### src/mdc_params.svh
// Constants for the motor drive input control block.
// Assumes a 100 MHz ref_clk and an APB slave with 8 address bits in use.
`ifndef MDC_PARAMS_SVH
`define MDC_PARAMS_SVH

// Register byte offsets
`define MDC_OFF_JOG_DIST    8'h00
`define MDC_OFF_JOG_SPEED   8'h04
`define MDC_OFF_JOG_ACCEL   8'h08
`define MDC_OFF_JOG_START   8'h0c
`define MDC_OFF_STOP_ACT    8'h10
`define MDC_OFF_PRESET      8'h14
`define MDC_OFF_CONFIG      8'h18
`define MDC_OFF_STATUS      8'h1c
`define MDC_OFF_CMD_POS     8'h20
`define MDC_OFF_ALARM       8'h24
`define MDC_OFF_INPUTS      8'h28

// Reset values
`define MDC_RST_JOG_DIST    23'h000001
`define MDC_RST_JOG_SPEED   20'h003e8
`define MDC_RST_JOG_ACCEL   20'h003e8
`define MDC_RST_JOG_START   20'h001f4
`define MDC_RST_STOP_ACT    2'h1
`define MDC_RST_PRESET      24'h000000
`define MDC_RST_CONFIG      5'h00

// Accepted setting ranges
`define MDC_DIST_MIN        32'h00000001
`define MDC_DIST_MAX        32'h007fffff
`define MDC_RATE_MIN        32'h00000001
`define MDC_RATE_MAX        32'h000f4240
`define MDC_START_MIN       32'h00000000

// Config fields
`define MDC_CFG_CON_LSB     0
`define MDC_CFG_UNL_LSB     2
`define MDC_CFG_BRAKE_BIT   4

// Alarm bits
`define MDC_ALM_ABS_BIT     0
`define MDC_ALM_RESETTABLE  8'h3e

// Brake release settle time after excitation
`define MDC_CLK_PERIOD_NS   10
`define MDC_BRAKE_DELAY_NS  10000
`define MDC_BRAKE_CYCLES    ((`MDC_BRAKE_DELAY_NS + `MDC_CLK_PERIOD_NS - 1) / `MDC_CLK_PERIOD_NS)

`endif

### src/mdc_pkg.sv
// Types shared by the motor drive input control block and its bench.
// Assumes mdc_params.svh for all numeric constants.
package mdc_pkg;

   // Host command lines, direct and remote sources where both exist
   typedef struct packed {
      logic jogPositiveRequest;
      logic jogNegativeRequest;
      logic stopRequest;
      logic excitationDirect;
      logic excitationRemote;
      logic freeRunRequest;
      logic presetRequest;
      logic alarmClearRequest;
      logic absErrorClearRequest;
      logic toolUnlockDirect;
      logic toolUnlockRemote;
   } mdc_host_lines_t;

   // Jog motion settings handed to the profile generator
   typedef struct packed {
      logic [22:0] distance;
      logic [19:0] runSpeed;
      logic [19:0] accelRate;
      logic [19:0] startSpeed;
   } mdc_jog_profile_t;

   typedef enum logic [1:0] {
      MDC_STOP_ABRUPT     = 2'h0,
      MDC_STOP_RAMP       = 2'h1,
      MDC_STOP_ABRUPT_OFF = 2'h2,
      MDC_STOP_RAMP_OFF   = 2'h3
   } mdc_stop_action_t;

   typedef enum logic [1:0] {
      MDC_SHAFT_RELEASED   = 2'h0,
      MDC_SHAFT_HELD_EXCIT = 2'h1,
      MDC_SHAFT_HELD_BRAKE = 2'h2
   } mdc_shaft_t;

   // Excitation sequence, Gray along off -> energising -> holding
   typedef enum logic [1:0] {
      MDC_EXC_OFF     = 2'b00,
      MDC_EXC_SETTLE  = 2'b01,
      MDC_EXC_HOLDING = 2'b11
   } mdc_exc_state_t;

endpackage : mdc_pkg

### src/mdc_input_control.sv
// Input signal handling for a stepping motor driver, with APB register file.
// Assumes host lines synchronous-capable levels, a profile generator that
// reports motionBusy and step pulses, and alarm sources that pulse alarmEvent.
//
// The register addresses and the APB slave port were left to the implementer.
`include "mdc_params.svh"

module mdc_input_control
   import mdc_pkg::*;
(
   input  wire logic             ref_clk,
   input  wire logic             reset_n,
   input  wire logic             psel,
   input  wire logic             penable,
   input  wire logic             pwrite,
   input  wire logic [7:0]       paddr,
   input  wire logic [31:0]      pwdata,
   output logic      [31:0]      prdata,
   output logic                  pready,
   output logic                  pslverr,
   input  wire mdc_host_lines_t  hostLines,
   input  wire logic             motionBusy,
   input  wire logic             positioningActive,
   input  wire logic             stepPulse,
   input  wire logic             stepDirPositive,
   input  wire logic [7:0]       alarmEvent,
   output logic                  jogStart,
   output logic                  jogDirPositive,
   output mdc_jog_profile_t      jogProfile,
   output logic                  stopRequest,
   output mdc_stop_action_t      stopAction,
   output logic                  discardRemaining,
   output logic                  windingOn,
   output logic                  brakeRelease,
   output mdc_shaft_t            shaftState,
   output logic                  toolUnlock,
   output logic                  alarmActive,
   output logic      [23:0]      commandPosition
);

   // Source mapping: bit0 direct assigned, bit1 remote assigned
   function automatic logic resolveSource(input logic [1:0] srcMap,
                                          input logic       direct,
                                          input logic       remote);
      case (srcMap)
         2'h0:    resolveSource = 1'b1;            // unassigned reads as on
         2'h1:    resolveSource = direct;
         2'h2:    resolveSource = remote;
         default: resolveSource = direct & remote; // both must agree
      endcase
   endfunction : resolveSource

   function automatic logic inRange(input logic [31:0] value,
                                    input logic [31:0] lo,
                                    input logic [31:0] hi);
      inRange = (value >= lo) && (value <= hi);
   endfunction : inRange

   // Synchronised host lines and their previous values
   mdc_host_lines_t sync1_reg;
   mdc_host_lines_t sync2_reg;
   mdc_host_lines_t prev_reg;
   mdc_host_lines_t rise;
   mdc_host_lines_t fall;

   // Settings
   logic [22:0]      jogDist_reg;
   logic [19:0]      jogSpeed_reg;
   logic [19:0]      jogAccel_reg;
   logic [19:0]      jogStartSpeed_reg;
   mdc_stop_action_t stopAct_reg;
   logic [23:0]      preset_reg;
   logic [4:0]       config_reg;

   // Block state
   logic [7:0]       alarm_reg;
   logic [23:0]      cmdPos_reg;
   mdc_exc_state_t  excState_reg;
   mdc_exc_state_t  excState_next;
   logic [15:0]      settleCnt_reg;
   logic             jogStart_reg;
   logic             jogDir_reg;
   logic             stopReq_reg;
   logic             discard_reg;
   logic             winding_reg;
   logic             brake_reg;
   mdc_shaft_t      shaft_reg;
   logic             unlock_reg;
   logic             alarmAny_reg;

   // APB answer
   logic [31:0]      prdata_reg;
   logic             pready_reg;
   logic             pslverr_reg;

   // Derived levels
   logic             excReq;
   logic             unlockNow;
   logic             stopCurrentOff;
   logic             currentAllowed;
   logic             brakeFitted;
   logic             setupPhase;
   logic             writeCommit;
   logic             mapped;
   logic             writable;
   logic             valueOk;
   logic [31:0]      readValue;
   logic [31:0]      statusWord;

   // Two-stage synchroniser; only stage two feeds logic
   always_ff @(posedge ref_clk or negedge reset_n) begin
      if (!reset_n) begin
         sync1_reg <= '0;
         sync2_reg <= '0;
         prev_reg  <= '0;
      end else begin
         sync1_reg <= hostLines;
         sync2_reg <= sync1_reg;
         prev_reg  <= sync2_reg;
      end
   end

   // One-cycle edge pulses per transition
   assign rise = sync2_reg & ~prev_reg;
   assign fall = ~sync2_reg & prev_reg;

   // Source resolution for the two mappable inputs
   assign excReq    = resolveSource(config_reg[`MDC_CFG_CON_LSB +: 2],
                                    sync2_reg.excitationDirect,
                                    sync2_reg.excitationRemote);
   assign unlockNow = resolveSource(config_reg[`MDC_CFG_UNL_LSB +: 2],
                                    sync2_reg.toolUnlockDirect,
                                    sync2_reg.toolUnlockRemote);
   assign brakeFitted = config_reg[`MDC_CFG_BRAKE_BIT];

   // Current removed after a stop with a current-off action, once at rest
   assign stopCurrentOff = sync2_reg.stopRequest && stopAct_reg[1] && !motionBusy;
   // Alarms and free run both cut current
   assign currentAllowed = excReq && !sync2_reg.freeRunRequest && !stopCurrentOff
                           && !alarmAny_reg;

   // APB phases: answer prepared at setup, committed at access
   assign setupPhase  = psel && !penable;
   assign writeCommit = psel && penable && pready_reg && pwrite && !pslverr_reg;

   // Address decode and access checks
   always_comb begin
      mapped   = 1'b1;
      writable = 1'b1;
      valueOk  = 1'b1;
      case (paddr)
         `MDC_OFF_JOG_DIST:  valueOk = inRange(pwdata, `MDC_DIST_MIN, `MDC_DIST_MAX);
         `MDC_OFF_JOG_SPEED: valueOk = inRange(pwdata, `MDC_RATE_MIN, `MDC_RATE_MAX);
         `MDC_OFF_JOG_ACCEL: valueOk = inRange(pwdata, `MDC_RATE_MIN, `MDC_RATE_MAX);
         `MDC_OFF_JOG_START: valueOk = inRange(pwdata, `MDC_START_MIN, `MDC_RATE_MAX);
         `MDC_OFF_STOP_ACT:  valueOk = 1'b1;
         `MDC_OFF_PRESET:    valueOk = 1'b1;
         `MDC_OFF_CONFIG:    valueOk = 1'b1;
         `MDC_OFF_STATUS:    writable = 1'b0;
         `MDC_OFF_CMD_POS:   writable = 1'b0;
         `MDC_OFF_ALARM:     writable = 1'b0;
         `MDC_OFF_INPUTS:    writable = 1'b0;
         default:            mapped = 1'b0;
      endcase
   end

   // Status word: sequence state, shaft, outputs, lock, motion
   assign statusWord = {23'h000000, motionBusy, unlock_reg, stopReq_reg, brake_reg,
                        winding_reg, shaft_reg, excState_reg};

   // Read multiplexer, settings zero-extended, positions sign-extended
   always_comb begin
      case (paddr)
         `MDC_OFF_JOG_DIST:  readValue = {9'h000, jogDist_reg};
         `MDC_OFF_JOG_SPEED: readValue = {12'h000, jogSpeed_reg};
         `MDC_OFF_JOG_ACCEL: readValue = {12'h000, jogAccel_reg};
         `MDC_OFF_JOG_START: readValue = {12'h000, jogStartSpeed_reg};
         `MDC_OFF_STOP_ACT:  readValue = {30'h00000000, stopAct_reg};
         `MDC_OFF_PRESET:    readValue = {{8{preset_reg[23]}}, preset_reg};
         `MDC_OFF_CONFIG:    readValue = {27'h0000000, config_reg};
         `MDC_OFF_STATUS:    readValue = statusWord;
         `MDC_OFF_CMD_POS:   readValue = {{8{cmdPos_reg[23]}}, cmdPos_reg};
         `MDC_OFF_ALARM:     readValue = {24'h000000, alarm_reg};
         `MDC_OFF_INPUTS:    readValue = {21'h000000, sync2_reg};
         default:            readValue = 32'h00000000;
      endcase
   end

   // APB answer: ready one cycle after setup, so no wait states
   always_ff @(posedge ref_clk or negedge reset_n) begin
      if (!reset_n) begin
         pready_reg  <= 1'b0;
         pslverr_reg <= 1'b0;
         prdata_reg  <= 32'h00000000;
      end else if (setupPhase) begin
         pready_reg  <= 1'b1;
         prdata_reg  <= pwrite ? 32'h00000000 : readValue;
         // Parameter writes refused while tools are locked
         pslverr_reg <= !mapped || (pwrite && (!writable || !valueOk || !unlock_reg));
      end else begin
         pready_reg  <= 1'b0;
         pslverr_reg <= 1'b0;
      end
   end

   // Jog settings, range-checked at setup
   always_ff @(posedge ref_clk or negedge reset_n) begin
      if (!reset_n) begin
         jogDist_reg       <= `MDC_RST_JOG_DIST;
         jogSpeed_reg      <= `MDC_RST_JOG_SPEED;
         jogAccel_reg      <= `MDC_RST_JOG_ACCEL;
         jogStartSpeed_reg <= `MDC_RST_JOG_START;
      end else if (writeCommit) begin
         case (paddr)
            `MDC_OFF_JOG_DIST:  jogDist_reg       <= pwdata[22:0];
            `MDC_OFF_JOG_SPEED: jogSpeed_reg      <= pwdata[19:0];
            `MDC_OFF_JOG_ACCEL: jogAccel_reg      <= pwdata[19:0];
            `MDC_OFF_JOG_START: jogStartSpeed_reg <= pwdata[19:0];
            default: ;
         endcase
      end
   end

   // Stop action, preset and mapping settings
   always_ff @(posedge ref_clk or negedge reset_n) begin
      if (!reset_n) begin
         stopAct_reg <= mdc_stop_action_t'(`MDC_RST_STOP_ACT);
         preset_reg  <= `MDC_RST_PRESET;
         config_reg  <= `MDC_RST_CONFIG;
      end else if (writeCommit) begin
         case (paddr)
            `MDC_OFF_STOP_ACT: stopAct_reg <= mdc_stop_action_t'(pwdata[1:0]);
            `MDC_OFF_PRESET:   preset_reg  <= pwdata[23:0];
            `MDC_OFF_CONFIG:   config_reg  <= pwdata[4:0];
            default: ;
         endcase
      end
   end

   // Alarm latch; a new event wins over a clear in the same cycle
   always_ff @(posedge ref_clk or negedge reset_n) begin
      if (!reset_n) begin
         alarm_reg <= 8'h00;
      end else begin
         alarm_reg <= (alarm_reg
                       & ~({8{fall.alarmClearRequest}} & `MDC_ALM_RESETTABLE)
                       & ~({8{fall.absErrorClearRequest}}
                           & (8'h01 << `MDC_ALM_ABS_BIT)))
                      | alarmEvent;
      end
   end

   // Any alarm held, registered for the output
   always_ff @(posedge ref_clk or negedge reset_n) begin
      if (!reset_n) begin
         alarmAny_reg <= 1'b0;
      end else begin
         alarmAny_reg <= |alarm_reg;
      end
   end

   // Command position: preset edge gated by alarm and motion, else steps
   always_ff @(posedge ref_clk or negedge reset_n) begin
      if (!reset_n) begin
         cmdPos_reg <= 24'h000000;
      end else if (rise.presetRequest && !alarmAny_reg && !(|alarm_reg)
                   && !motionBusy) begin
         cmdPos_reg <= preset_reg;
      end else if (stepPulse) begin
         cmdPos_reg <= stepDirPositive ? cmdPos_reg + 24'h000001
                                       : cmdPos_reg - 24'h000001;
      end
   end

   // Jog start pulse; positive wins a tie, refused while halted
   always_ff @(posedge ref_clk or negedge reset_n) begin
      if (!reset_n) begin
         jogStart_reg <= 1'b0;
         jogDir_reg   <= 1'b1;
      end else begin
         jogStart_reg <= (rise.jogPositiveRequest || rise.jogNegativeRequest)
                         && !sync2_reg.stopRequest && !alarmAny_reg;
         if (rise.jogPositiveRequest) begin
            jogDir_reg <= 1'b1;
         end else if (rise.jogNegativeRequest) begin
            jogDir_reg <= 1'b0;
         end
      end
   end

   // Halt request and discard of remaining travel
   always_ff @(posedge ref_clk or negedge reset_n) begin
      if (!reset_n) begin
         stopReq_reg <= 1'b0;
         discard_reg <= 1'b0;
      end else begin
         stopReq_reg <= sync2_reg.stopRequest || (|alarm_reg);
         discard_reg <= rise.stopRequest && positioningActive;
      end
   end

   // Excitation sequence next state
   always_comb begin
      excState_next = excState_reg;
      case (excState_reg)
         MDC_EXC_OFF: begin
            if (currentAllowed) begin
               excState_next = MDC_EXC_SETTLE;
            end
         end
         MDC_EXC_SETTLE: begin
            if (!currentAllowed) begin
               excState_next = MDC_EXC_OFF;
            end else if (settleCnt_reg == 16'(`MDC_BRAKE_CYCLES - 1)) begin
               excState_next = MDC_EXC_HOLDING;
            end
         end
         MDC_EXC_HOLDING: begin
            if (!currentAllowed) begin
               excState_next = MDC_EXC_OFF;
            end
         end
         default: excState_next = MDC_EXC_OFF;
      endcase
   end

   // Sequence state and settle counter
   always_ff @(posedge ref_clk or negedge reset_n) begin
      if (!reset_n) begin
         excState_reg  <= MDC_EXC_OFF;
         settleCnt_reg <= 16'h0000;
      end else begin
         excState_reg <= excState_next;
         if (excState_reg == MDC_EXC_SETTLE) begin
            settleCnt_reg <= settleCnt_reg + 16'h0001;
         end else begin
            settleCnt_reg <= 16'h0000;
         end
      end
   end

   // Winding drive and brake; brake waits for settled excitation, except under free run
   always_ff @(posedge ref_clk or negedge reset_n) begin
      if (!reset_n) begin
         winding_reg <= 1'b0;
         brake_reg   <= 1'b0;
      end else begin
         winding_reg <= (excState_next != MDC_EXC_OFF);
         brake_reg   <= sync2_reg.freeRunRequest
                        || (excState_next == MDC_EXC_HOLDING);
      end
   end

   // Shaft state reported from the same terms that drive the motor
   always_ff @(posedge ref_clk or negedge reset_n) begin
      if (!reset_n) begin
         shaft_reg <= MDC_SHAFT_RELEASED;
      end else if (sync2_reg.freeRunRequest) begin
         shaft_reg <= MDC_SHAFT_RELEASED;
      end else if (excState_next != MDC_EXC_OFF) begin
         shaft_reg <= MDC_SHAFT_HELD_EXCIT;
      end else begin
         shaft_reg <= brakeFitted ? MDC_SHAFT_HELD_BRAKE
                                  : MDC_SHAFT_RELEASED;
      end
   end

   // Setup tool lock level
   always_ff @(posedge ref_clk or negedge reset_n) begin
      if (!reset_n) begin
         unlock_reg <= 1'b0;
      end else begin
         unlock_reg <= unlockNow;
      end
   end

   // Outputs straight from flip-flops
   assign prdata           = prdata_reg;
   assign pready           = pready_reg;
   assign pslverr          = pslverr_reg;
   assign jogStart         = jogStart_reg;
   assign jogDirPositive   = jogDir_reg;
   assign jogProfile       = {jogDist_reg, jogSpeed_reg, jogAccel_reg,
                              jogStartSpeed_reg};
   assign stopRequest      = stopReq_reg;
   assign stopAction       = stopAct_reg;
   assign discardRemaining = discard_reg;
   assign windingOn        = winding_reg;
   assign brakeRelease     = brake_reg;
   assign shaftState       = shaft_reg;
   assign toolUnlock       = unlock_reg;
   assign alarmActive      = alarmAny_reg;
   assign commandPosition  = cmdPos_reg;

endmodule : mdc_input_control

### config.mk
export PLATFORM = sky130hd
export DESIGN_NAME = mdc_input_control
export DESIGN_NICKNAME = d
export VERILOG_FILES = /design/src/mdc_pkg.sv /design/src/mdc_input_control.sv
export VERILOG_INCLUDE_DIRS = /design/src
export SDC_FILE = /design/constraint.sdc
export NUM_CORES = 1
export LEC_CHECK = 0
export BUFFER_PORTS_ARGS = -buffer_cell sky130_fd_sc_hd__clkbuf_2
export CELL_PAD_IN_SITES_DETAIL_PLACEMENT = 2
export CELL_PAD_IN_SITES_GLOBAL_PLACEMENT = 2
export CORE_UTILIZATION = 36
export CTS_CLUSTER_DIAMETER = 120
export DETAILED_ROUTE_END_ITERATION = 8
export PLACE_DENSITY_LB_ADDON = 0.1
export SKIP_LAST_GASP = 1
export SLEW_MARGIN = 10
export SYNTH_ARGS = -nofsm -noshare
export SYNTH_HDL_FRONTEND = slang
export SYNTH_SLANG_ARGS = --single-unit
### constraint.sdc
create_clock -name ref_clk -period 3.3 [get_ports ref_clk]
set_clock_uncertainty 0.1 [all_clocks]
set_input_delay 0.33 -clock ref_clk [delete_from_list [all_inputs] [get_ports ref_clk]]
set_output_delay 0.33 -clock ref_clk [all_outputs]
set_load 0.02 [all_outputs]
# After elaboration in Yosys (flattened, before gate mapping)
# Index checks and enable logic that the tools add are counted.
# Widths: inputs -> output; s select.
dict set report totals {
  ff_bits 241
  in_bits 68
}
dict set report op_classes {
  n_eq_ne 18
  n_bitwise 11
  n_mux 22
  n_addsub 3
  order_cmp 4
  n_reduce_logical 55
}
# operator count
set ops {}
lappend ops {{$pmux 32 s11} 1}
lappend ops {{$mux 24} 3}
lappend ops {{$ge 32x1->1 const B} 2}
lappend ops {{$eq 8x5->1 const B} 4}
lappend ops {{$le 32x20->1 const B} 1}
lappend ops {{$le 32x23->1 const B} 1}
lappend ops {{$mux 32} 1}
lappend ops {{$add 24x1->24 const B} 1}
lappend ops {{$eq 8x6->1 const B} 3}
lappend ops {{$sub 24x1->24 const B} 1}
lappend ops {{$logic_and 1x1->1} 20}
lappend ops {{$add 16x1->16 const B} 1}
lappend ops {{$and 8x8->8} 2}
lappend ops {{$eq 16x10->1 const B} 1}
lappend ops {{$eq 8x4->1 const B} 2}
lappend ops {{$mux 16} 1}
lappend ops {{$mux 2} 7}
lappend ops {{$reduce_and 2->1} 7}
lappend ops {{$and 11x11->11} 1}
lappend ops {{$logic_not 1->1} 11}
lappend ops {{$not 11->11} 1}
lappend ops {{$reduce_or 11->1} 1}
lappend ops {{$pmux 1 s3} 3}
lappend ops {{$eq 2x2->1 const B} 4}
lappend ops {{other kinds (17)} 33}

# Logic depth before layout (Yosys ltp)
# Gate-level depths: netlist of the first run.
dict set report logic_depth {
  depth_word 10
  mapped_depth 11
  depth_no_buf 10
}

# Worst setup path before layout of the first run
# OpenSTA, ideal clock, no wires.
dict set report synth_path {
  path_type {input -> register}
  from {input port stepDirPositive}
  to {register cmdPos_reg[20], in the netlist commandPosition[20]}
  t_arrival_ps 2594
  required_time_ps 3081
  setup_time_ps 119
  cell_stages 10
  path_slack_ps 487
  path_cell_list {inv_1 > ha_1 > buf_6 > a2111oi_1 > o21ai_1 > a21oi_2 > o211ai_1 > a21o_1 > a311o_1 > o21a_1}
}
dict set report synth_between {
  elab_chain_len 3
}
# element line_no
set synth_lines {}
lappend synth_lines {{start, declared} mdc_input_control.sv:25} ;# input wire logic stepDirPositive,
lappend synth_lines {{$mux 24} mdc_input_control.sv:270} ;# cmdPos_reg <= stepDirPositive ? cmdPos_reg + 24'h000001
lappend synth_lines {{$mux 24} mdc_input_control.sv:269} ;# end else if (stepPulse) begin
lappend synth_lines {{$mux 24} mdc_input_control.sv:266} ;# end else if (rise.presetRequest && !alarmAny_reg && !(|alarm_reg)
lappend synth_lines {{end signal, assigned} mdc_input_control.sv:268} ;# cmdPos_reg <= preset_reg;
lappend synth_lines {{end signal, assigned} mdc_input_control.sv:270}
lappend synth_lines {{end, declared} mdc_input_control.sv:77} ;# logic [23:0] cmdPos_reg;
# No other way between the ends. The select of a mux whose other input is x is not followed.
# A chain may end at the register's enable or synchronous reset.

# Final worst setup path of the first run
dict set report layout_path {
  from {register cmdPos_reg[14], in the netlist commandPosition[14]}
  to {register cmdPos_reg[23], in the netlist commandPosition[23]}
}
dict set report layout_between {
  elab_chain_len 4
  elab_cells_between_ends 5
  cone_classes {2 x add/sub; 3 x mux}
}
# element line_no
set layout_lines {}
lappend layout_lines {{$sub 24x1->24 / $add 24x1->24 (equally long branches)} {mdc_input_control.sv:271, mdc_input_control.sv:270}}
lappend layout_lines {{$mux 24 *} mdc_input_control.sv:270}
lappend layout_lines {{$mux 24 *} mdc_input_control.sv:269}
lappend layout_lines {{$mux 24 *} mdc_input_control.sv:266}
# Every way passes the cells marked *; elsewhere a longest branch is shown, timed or not. The select of a mux whose other input is x is not followed.

==> results of run 1 <==
## per-stage QoR
stage,worst slack (ns),instances
floorplan,0.487,967
global placement,0.195,1565
detailed placement,0.106,1565
CTS,0.623,1638
global route,0.399,1638
finish,0.596,1638
## power groups by stage
stage	logic, W	registers, W	clock network [W]
finish	0.00237	0.00329	0.00296
floorplan	0.00136	0.00337	0
detailed placement	0.00235	0.00334	0
global placement	0.00229	0.00334	0
CTS	0.00239	0.00329	0.00301
global route	0.00261	0.00330	0.00312
## placed cells by master, fill, tap and decap left out, types with 21 or more instances in the layout
cell type and n:
nand2_1 67, dfstp_2 21, ha_1 23, buf_4 36, a21oi_1 61, a222oi_1 26
a21o_1 25, dlygate4sd3_1 25, o21ai_0 39, nor2_1 61, dfrtp_1 207, clkbuf_2 219
mux2_2 117, clkbuf_16 27
## routing by layer
metal,GRT usage,part of all wire,routed length [um],up-vias
met5,0,0,0,-
met4,0.0790,0.026,1120,0
met3,0.0339,0.047,2030,63
met2,0.488,0.51,21700,298
met1,0.357,0.42,18000,4928
li1,-,-,-,4116
## final cells by class
type	instances	area, um2	share of cell area
clock inverter	7	65.1	0.00471
tap	390	488	0.0353
multi-input combinational	669	4940	0.357
sequential	228	5730	0.415
clock buffer	41	818	0.0592
inverter	18	67.6	0.00489
timing repair buffer	285	1710	0.124
## cell families (layout without fill, tap and decap cells)
logic type               after synthesis  in the layout
AO/OA/AOI/OAI                        251            251
XOR/XNOR                              25             25
AND/OR/NAND/NOR                      239            239
adder cells (fa/ha/maj)               24             24
multiplexers                         130            130
buffers and inverters                 70            351
flip-flops                           228            228
## final timing paths
check | start | end | slack [ns] | cells after the start
min | pwrite | pslverr | 0.03 | 3
max in group asynchronous | reset_n | jogDirPositive | 1.82 | 3
max | commandPosition[14] | commandPosition[23] | 0.60 | 9
min reg2reg | sync1_reg[10] | sync2_reg[10] | 0.25 | 0
min in group asynchronous | reset_n | commandPosition[21] | 0.30 | 2
max reg2reg | commandPosition[14] | commandPosition[23] | 0.60 | 9
## worst register-to-register path, cell delays in order, from the launching register on
cell	delay, ns
dfrtp_1	0.51
ha_1	0.40
a21oi_1	0.24
o21ai_1	0.14
o41ai_2	0.29
a21boi_0	0.18
a41oi_2	0.21
mux2i_1	0.26
a21o_2	0.15
a31oi_1	0.08
==> qor.txt, run 1 <==
outcome - finished clean
width of the die - 177 um
main area contributors after synthesis - dfrtp_1 47%, mux2_2 12%, dfstp_2 5.0%, a21oi_1 2.8%, ha_1 2.6%
share of cell area taken by muxes after synthesis - 0.134
post-CTS sizing - 0
I/O Buffers - 220
post-DP HPWL - 30.9 mm
sequential share of the synthesized area - 0.522
first-pass GRT wire length - 64.4 mm
vias in the first global route - 10200
Clk Latency, worst-skew pair - 0.54 ns
Most used DFF post-synth - dfrtp_1
clock group share of total power - 0.344
fillers - 3110
Core Footprint - 29800 um2
nature of the critical path startpoint - register
Setup TNS - 0 ns
Routed WL - 42.8 mm
row count - 63
die height - 177 um
# hold bufs at CTS - 25
Post-synth EDFFs - 0
vias per cell - 5.74
initial core utilization - 0.369
Yosys top cell area share - 0.471
Slew Viols, Final - 0
clock root cell - clkbuf_16
first-pass iteration count of the detailed router - 5
WP buf/inv - 0
CTS clock-pin slew for the worst setup and hold paths - 0.06 ns
Synth Area in Compound Gates - 0.159
number of H-tree levels - 1
gr usage total - 0.277
leakage - 6.68 nW
share of cells above drive strength 1 - 0.373
total power - 0.00862 W
post-CTS setup buffers - 0
Yosys cell types - 76
Cell Area, Synth - 11000 um2
post-synthesis adder-cell area fraction - 0.0280
max-cap viol count - 0
list of most frequent post-synthesis cells - 207 x dfrtp_1, 117 x mux2_2, 67 x nand2_1
largest family of logic cells by synthesized area - compound AO/OA/AOI/OAI gates
top-count cell post-synth - dfrtp_1
Yosys reg bits - 228
Initial DRC Count - 593
Synth warnings - 0
simple-gate share of the synthesized area - 0.108
clock sink count - 228
CP max FO - 5
CTS tree - done
Congestion Overflow GR - 0
relative slew slack - 0.497
largest net degree at the start of global routing - 86
antenna violations before repair - 0
Hold Vio Cnt, Final - 0
peak supply drop - 0.343 mV
Hold WS - 0.0325 ns
DR vias - 9405
asr flop ratio synth - 1.00
RSZ-0062 raised after global routing - false
syn nets - 1059
Area Growth Syn to Fin - 25.8%
PD cells - 623 nW/um2
final instance area - 13800 um2
wire per inst - 26.1 um
sw frac - 0.341
arrival time worst endpoint - 2.97 ns
sw power - 0.00294 W
Combinational Power Share - 0.275
worst path required time - 3.57 ns
placed instance area - 12700 um2
die area - 31200 um2
Critical Path End Type - register
# DRC - 0
share of power burned in registers - 0.381
max frequency - 370 MHz
Worst Max-Slew Pin Slew - 0.747 ns
Slowest cell on crit path - dfrtp_1
Post-Syn Instances - 967
post-route antenna net violation count - 0
largest area contributor in the netlist - dfrtp_1
Ant. Diodes - 0
Synth Area in XOR/XNOR - 0.0199
TritonCTS Buffers - 26
crit path cell chain - ha_1 > a21oi_1 > o21ai_1 > o41ai_2 > a21boi_0 > a41oi_2 > mux2i_1 > a21o_2 > a31oi_1
Avg Synthesized Cell Area - 11.4 um2
longest individual stage delay on the worst path - 0.51 ns
GPL Wtd Cong - 0.842
Int Pwr - 0.00568 W
crit share post-route - 0.820
final setup violation count - 0
Crit path max-delay family - compound AO/OA/AOI/OAI gates
minimum clock period - 2.70 ns
CTS max path bufs - 3
Layout Nets - 1320
worst setup path class - reg -> reg
Final Util - 0.464
Hold/Removal Path Class - in -> reg
IO Pins - 221
Note: power is estimated with default switching activity, not from simulation.
==> run 2, diff against run 1 <==
--- a/config.mk
+++ b/config.mk
@@ -9,7 +9,7 @@
 export BUFFER_PORTS_ARGS = -buffer_cell sky130_fd_sc_hd__clkbuf_2
 export CELL_PAD_IN_SITES_DETAIL_PLACEMENT = 2
 export CELL_PAD_IN_SITES_GLOBAL_PLACEMENT = 2
-export CORE_UTILIZATION = 36
+export CORE_UTILIZATION = 32
 export CTS_CLUSTER_DIAMETER = 120
 export DETAILED_ROUTE_END_ITERATION = 8
 export PLACE_DENSITY_LB_ADDON = 0.1
==> constraint.sdc (replaced) <==
create_clock -name ref_clk -period 2.35 [get_ports ref_clk]
set_clock_uncertainty 0.1 [all_clocks]
set_input_delay 0.235 -clock ref_clk [delete_from_list [all_inputs] [get_ports ref_clk]]
set_output_delay 0.235 -clock ref_clk [all_outputs]
set_load 0.02 [all_outputs]
==> qor.txt, run 2 (same netlist as run 1, synthesis figures left out) <==
largest net degree at the start of global routing - 59
post-route antenna net violation count - 0
clock group share of total power - 0.306
Worst Hold Launch - pwdata[1]
Crit path max-delay family - compound AO/OA/AOI/OAI gates
violated checks - setup timing
final setup violation count - 11
CP max FO - 3
max frequency - 402 MHz
Final Util - 0.457
peak supply drop - 0.528 mV
die height - 187 um
Hold Vio Cnt, Final - 0
RR Startpoint - commandPosition[0]
WHS Path Cells - 3
clock sink count - 228
vias in the first global route - 10900
Ant. Diodes - 0
number of H-tree levels - 1
longest individual stage delay on the worst path - 0.41 ns
clock root cell - clkbuf_16
WP buf/inv - 0
initial core utilization - 0.327
max-cap viol count - 0
outcome - finished, violations left
row count - 67
wire per inst - 25.2 um
Slowest cell on crit path - dfrtp_1
minimum clock period - 2.49 ns
Slew Viols, Final - 0
commonest non-fill, non-tap cell in the layout - clkbuf_2
Min-Delay Endpoint - jogSpeed_reg[1]
nature of the critical path startpoint - register
most frequent cells in the layout - 219 x clkbuf_2, 206 x dfrtp_1, 155 x buf_4
Initial DRC Count - 524
crit path cell chain - fa_2 > a21o_1 > a21oi_2 > o21ai_2 > a21oi_2 > o211ai_1 > a21o_1 > a311o_1 > o21a_1
first-pass iteration count of the detailed router - 5
antenna violations before repair - 0
worst r2r path cells - 9
RR Endpoint - commandPosition[20]
Congestion Overflow GR - 0
CTS tree - done
CTS max path bufs - 3
gr usage total - 0.263
setup ws final - -0.138 ns
Hold/Removal Path Class - in -> reg
width of the die - 187 um
worst path required time - 2.68 ns
sw frac - 0.342
Combinational Power Share - 0.374
share of cells above drive strength 1 - 0.457
Clk Latency, worst-skew pair - 0.55 ns
# DRC - 0
post-DP HPWL - 34.0 mm
die area - 35100 um2
first-pass GRT wire length - 69.7 mm
PD cells - 912 nW/um2
reg2reg setup slack - -0.14 ns
crit share post-route - 1.06
Setup TNS - -0.668 ns
Int Pwr - 0.00921 W
fillers - 3454
CTS clock-pin slew for the worst setup and hold paths - 0.06 ns
I/O Buffers - 220
Core Footprint - 33600 um2
vias per cell - 5.41
pre-CTS WS - -0.391 ns
GPL Wtd Cong - 0.816
worst setup path class - reg -> reg
arrival time worst endpoint - 2.81 ns
leakage - 7.39 nW
Layout Nets - 1457
RSZ-0062 raised after global routing - true
share of power burned in registers - 0.319
Critical Path End Type - register
Area Growth Syn to Fin - 39.7%
Routed WL - 46.3 mm
DR vias - 9913
IO Pins - 221
TritonCTS Buffers - 27
Worst Max-Slew Pin Slew - 0.683 ns
relative slew slack - 0.545
sw power - 0.00478 W
-- run 2: changes by cell type in the layout (fill, tap and decap cells not counted), sizes merged --
cell	delta
clkinvlp	+3
clkinv	-1
dlygate4sd3	+13
buf	+123
-- run 2: worst register-to-register path, delay by kind of cell, from the launching register on --
kind	cells	cell delay [ns]
AO/OA/AOI/OAI	8	1.46
adder cells (fa/ha/maj)	1	0.39
flip-flops	1	0.41
-- run 2: worst max path at each step --
stage / startpoint / end / slack [ns] / cells after the start
after floorplan: stepDirPositive / commandPosition[20] / -0.24 / 10
after global placement: stepDirPositive / commandPosition[21] / -0.32 / 12
after detailed placement: stepDirPositive / commandPosition[22] / -0.39 / 13
after CTS: commandPosition[0] / commandPosition[20] / -0.09 / 9
after global routing: commandPosition[7] / commandPosition[23] / -0.28 / 10
final: commandPosition[0] / commandPosition[20] / -0.14 / 9
-- run 2: final cells by class --
cell class | count | area (um2) | share of cell area
flip-flops and latches | 228 | 5730 | 0.373
multi-input cells | 669 | 5280 | 0.344
repair buffers | 421 | 2790 | 0.182
clock buffers | 41 | 828 | 0.0540
well taps | 448 | 561 | 0.0365
clock inverters | 9 | 87.6 | 0.00571
inverters | 18 | 71.3 | 0.00465
-- run 2: metal layers --
| metal | wire length, um | GRT usage | up-vias |
|---|---|---|---|
| li1 | - | - | 4392 |
| met1 | 19700 | 0.339 | 5151 |
| met2 | 22800 | 0.448 | 288 |
| met3 | 2090 | 0.0381 | 82 |
| met4 | 1680 | 0.0965 | 0 |
| met5 | 0 | 0 | - |
-- run 2: timing repair --
item                                    4_1_cts  5_1_grt
endpoints found under the hold margin       179        0
pin swaps                                    14       31
gates resized for setup                      20       38
endpoints found under the setup margin       15       18
setup buffers                                 4       13
hold buffers                                 38        0
-- run 2: power by group through the flow --
stage / Combinational, W / Clock [W] / Sequential, W
after global routing: 0.00568 / 0.00452 / 0.00449
after floorplan: 0.00192 / 0 / 0.00475
after detailed placement: 0.00435 / 0 / 0.00451
after global placement: 0.00423 / 0 / 0.00450
after CTS: 0.00463 / 0.00439 / 0.00446
final: 0.00524 / 0.00429 / 0.00447
-- run 2: stage by stage --
step / power [W] / instance area (um2) / cells / hold slack (ns)
after floorplan: 0.00666 / 11000 / 967 / -0.161
after global placement: 0.00872 / 13600 / 1730 / 0.104
after detailed placement: 0.00886 / 13600 / 1730 / 0.115
after CTS: 0.0135 / 15000 / 1822 / 0.00313
after global routing: 0.0147 / 15300 / 1834 / 0.0178
final: 0.0140 / 15300 / 1834 / 0.0181
==> run 3, diff against run 2 <==
--- a/config.mk
+++ b/config.mk
@@ -9,7 +9,7 @@
 export BUFFER_PORTS_ARGS = -buffer_cell sky130_fd_sc_hd__clkbuf_2
 export CELL_PAD_IN_SITES_DETAIL_PLACEMENT = 2
 export CELL_PAD_IN_SITES_GLOBAL_PLACEMENT = 2
-export CORE_UTILIZATION = 32
+export CORE_UTILIZATION = 36
 export CTS_CLUSTER_DIAMETER = 120
 export DETAILED_ROUTE_END_ITERATION = 8
 export PLACE_DENSITY_LB_ADDON = 0.1
==> constraint.sdc (replaced) <==
create_clock -name ref_clk -period 2.5 [get_ports ref_clk]
set_clock_uncertainty 0.1 [all_clocks]
set_input_delay 0.25 -clock ref_clk [delete_from_list [all_inputs] [get_ports ref_clk]]
set_output_delay 0.25 -clock ref_clk [all_outputs]
set_load 0.02 [all_outputs]
==> qor.txt, run 3 (same netlist as run 1, synthesis figures left out) <==
outcome - finished, violations left
violated checks - setup timing
Hold WS - 0.0392 ns
Congestion Overflow GR - 0
width of the die - 177 um
most frequent cells in the layout - 219 x clkbuf_2, 207 x dfrtp_1, 136 x buf_4
share of cells above drive strength 1 - 0.432
nature of the critical path startpoint - register
# DRC - 0
number of H-tree levels - 1
Core Footprint - 29800 um2
clock root cell - clkbuf_16
Clk Latency, worst-skew pair - 0.57 ns
minimum clock period - 2.64 ns
worst r2r path cells - 8
Routed WL - 46.8 mm
Worst Hold Launch - pwdata[1]
initial core utilization - 0.369
clock sink count - 228
first-pass GRT wire length - 69.8 mm
RSZ-0062 raised after global routing - true
WHS Path Cells - 3
Initial DRC Count - 648
post-route antenna net violation count - 0
worst setup path class - reg -> reg
DR vias - 9994
CTS max path bufs - 3
wire per inst - 26.6 um
worst path required time - 2.82 ns
row count - 63
CP max FO - 6
largest net degree at the start of global routing - 79
max frequency - 379 MHz
GPL Wtd Cong - 0.879
Worst Setup SP - commandPosition[7]
IO Pins - 221
Worst Max-Slew Pin Slew - 0.714 ns
CTS tree - done
I/O Buffers - 220
gr usage total - 0.301
leakage - 7.26 nW
Hold Vio Cnt, Final - 0
die height - 177 um
antenna violations before repair - 0
PD cells - 840 nW/um2
max-cap viol count - 0
Ant. Diodes - 0
RR Startpoint - commandPosition[7]
first-pass iteration count of the detailed router - 5
arrival time worst endpoint - 2.96 ns
Setup TNS - -0.168 ns
CTS clock-pin slew for the worst setup and hold paths - 0.06 ns
Slew Viols, Final - 0
TritonCTS Buffers - 27
vias in the first global route - 11100
vias per cell - 5.68
relative slew slack - 0.524
post-DP HPWL - 33.7 mm
final setup violation count - 2
setup ws final - -0.137 ns
Layout Nets - 1441
commonest non-fill, non-tap cell in the layout - clkbuf_2
die area - 31200 um2
reg2reg setup slack - -0.14 ns
Hold/Removal Path Class - in -> reg
peak supply drop - 0.613 mV
Area Growth Syn to Fin - 36.0%
Critical Path End Type - register
Final Util - 0.501
crit share post-route - 1.05
[run 3: changes by cell type in the layout (fill, tap and decap cells not counted), moves of 5 or more]
| cell | delta |
|---|---|
| buf_4 | -19 |
| ha_4 | -5 |
| clkinv_2 | +5 |
| ha_1 | +5 |
| clkbuf_8 | -5 |
[run 3: routing by layer]
metal | wire length (um) | part of all wire | GRT usage | vias to the layer above
met4 | 2050 | 0.044 | 0.118 | 0
met1 | 19100 | 0.41 | 0.377 | 5192
li1 | - | - | - | 4353
met3 | 2400 | 0.051 | 0.0404 | 100
met5 | 0 | 0 | 0 | -
met2 | 23300 | 0.50 | 0.525 | 349
[run 3: final timing paths]
kind | endpoint
max | commandPosition[12]
max reg2reg | commandPosition[12]
min reg2reg | sync2_reg[10]
min | stopAction[1]
min in group asynchronous | commandPosition[17]
max in group asynchronous | jogAccel_reg[19]
[run 3: power breakdown]
part	internal, W	total, W	switching (W)
combinational	0.00200	0.00443	0.00243
clock	0.00225	0.00396	0.00171
sequential	0.00394	0.00416	0.000225
total	0.00818	0.0125	0.00437
[run 3: area by class of cell]
type	instances	area [um2]
timing repair buffer	405	2710
inverter	18	71.3
sequential	228	5730
multi-input combinational	669	5050
clock buffer	34	752
fill	3094	14900
tap	390	488
clock inverter	16	139
[run 3: through the flow]
step	cell area [um2]	setup WS, ns	power, W	std cells
finish	14900	-0.137	0.0125	1760
global placement	13500	-0.196	0.00819	1664
detailed placement	13500	-0.355	0.00834	1664
floorplan	11000	-0.109	0.00626	967
global route	14900	-0.316	0.0131	1760
CTS	14800	0.00105	0.0125	1757
[run 3: worst max-delay path: stages (launching register included)]
cell and delay [ns]:
dfrtp_1 0.42, ha_4 0.26, a2111oi_0 0.52, nor2_1 0.13, a21boi_0 0.35, o21bai_1 0.12
a21oi_1 0.24, mux2i_1 0.26, nand2_1 0.09
[run 3: timing repair]
item                                   in CTS  in global routing
setup buffers                               4                  2
pin swaps                                   6                  9
gates resized for setup                     5                 11
setup endpoints to repair                  12                 15
hold buffers                               39                  1
endpoints found under the hold margin     153                  1
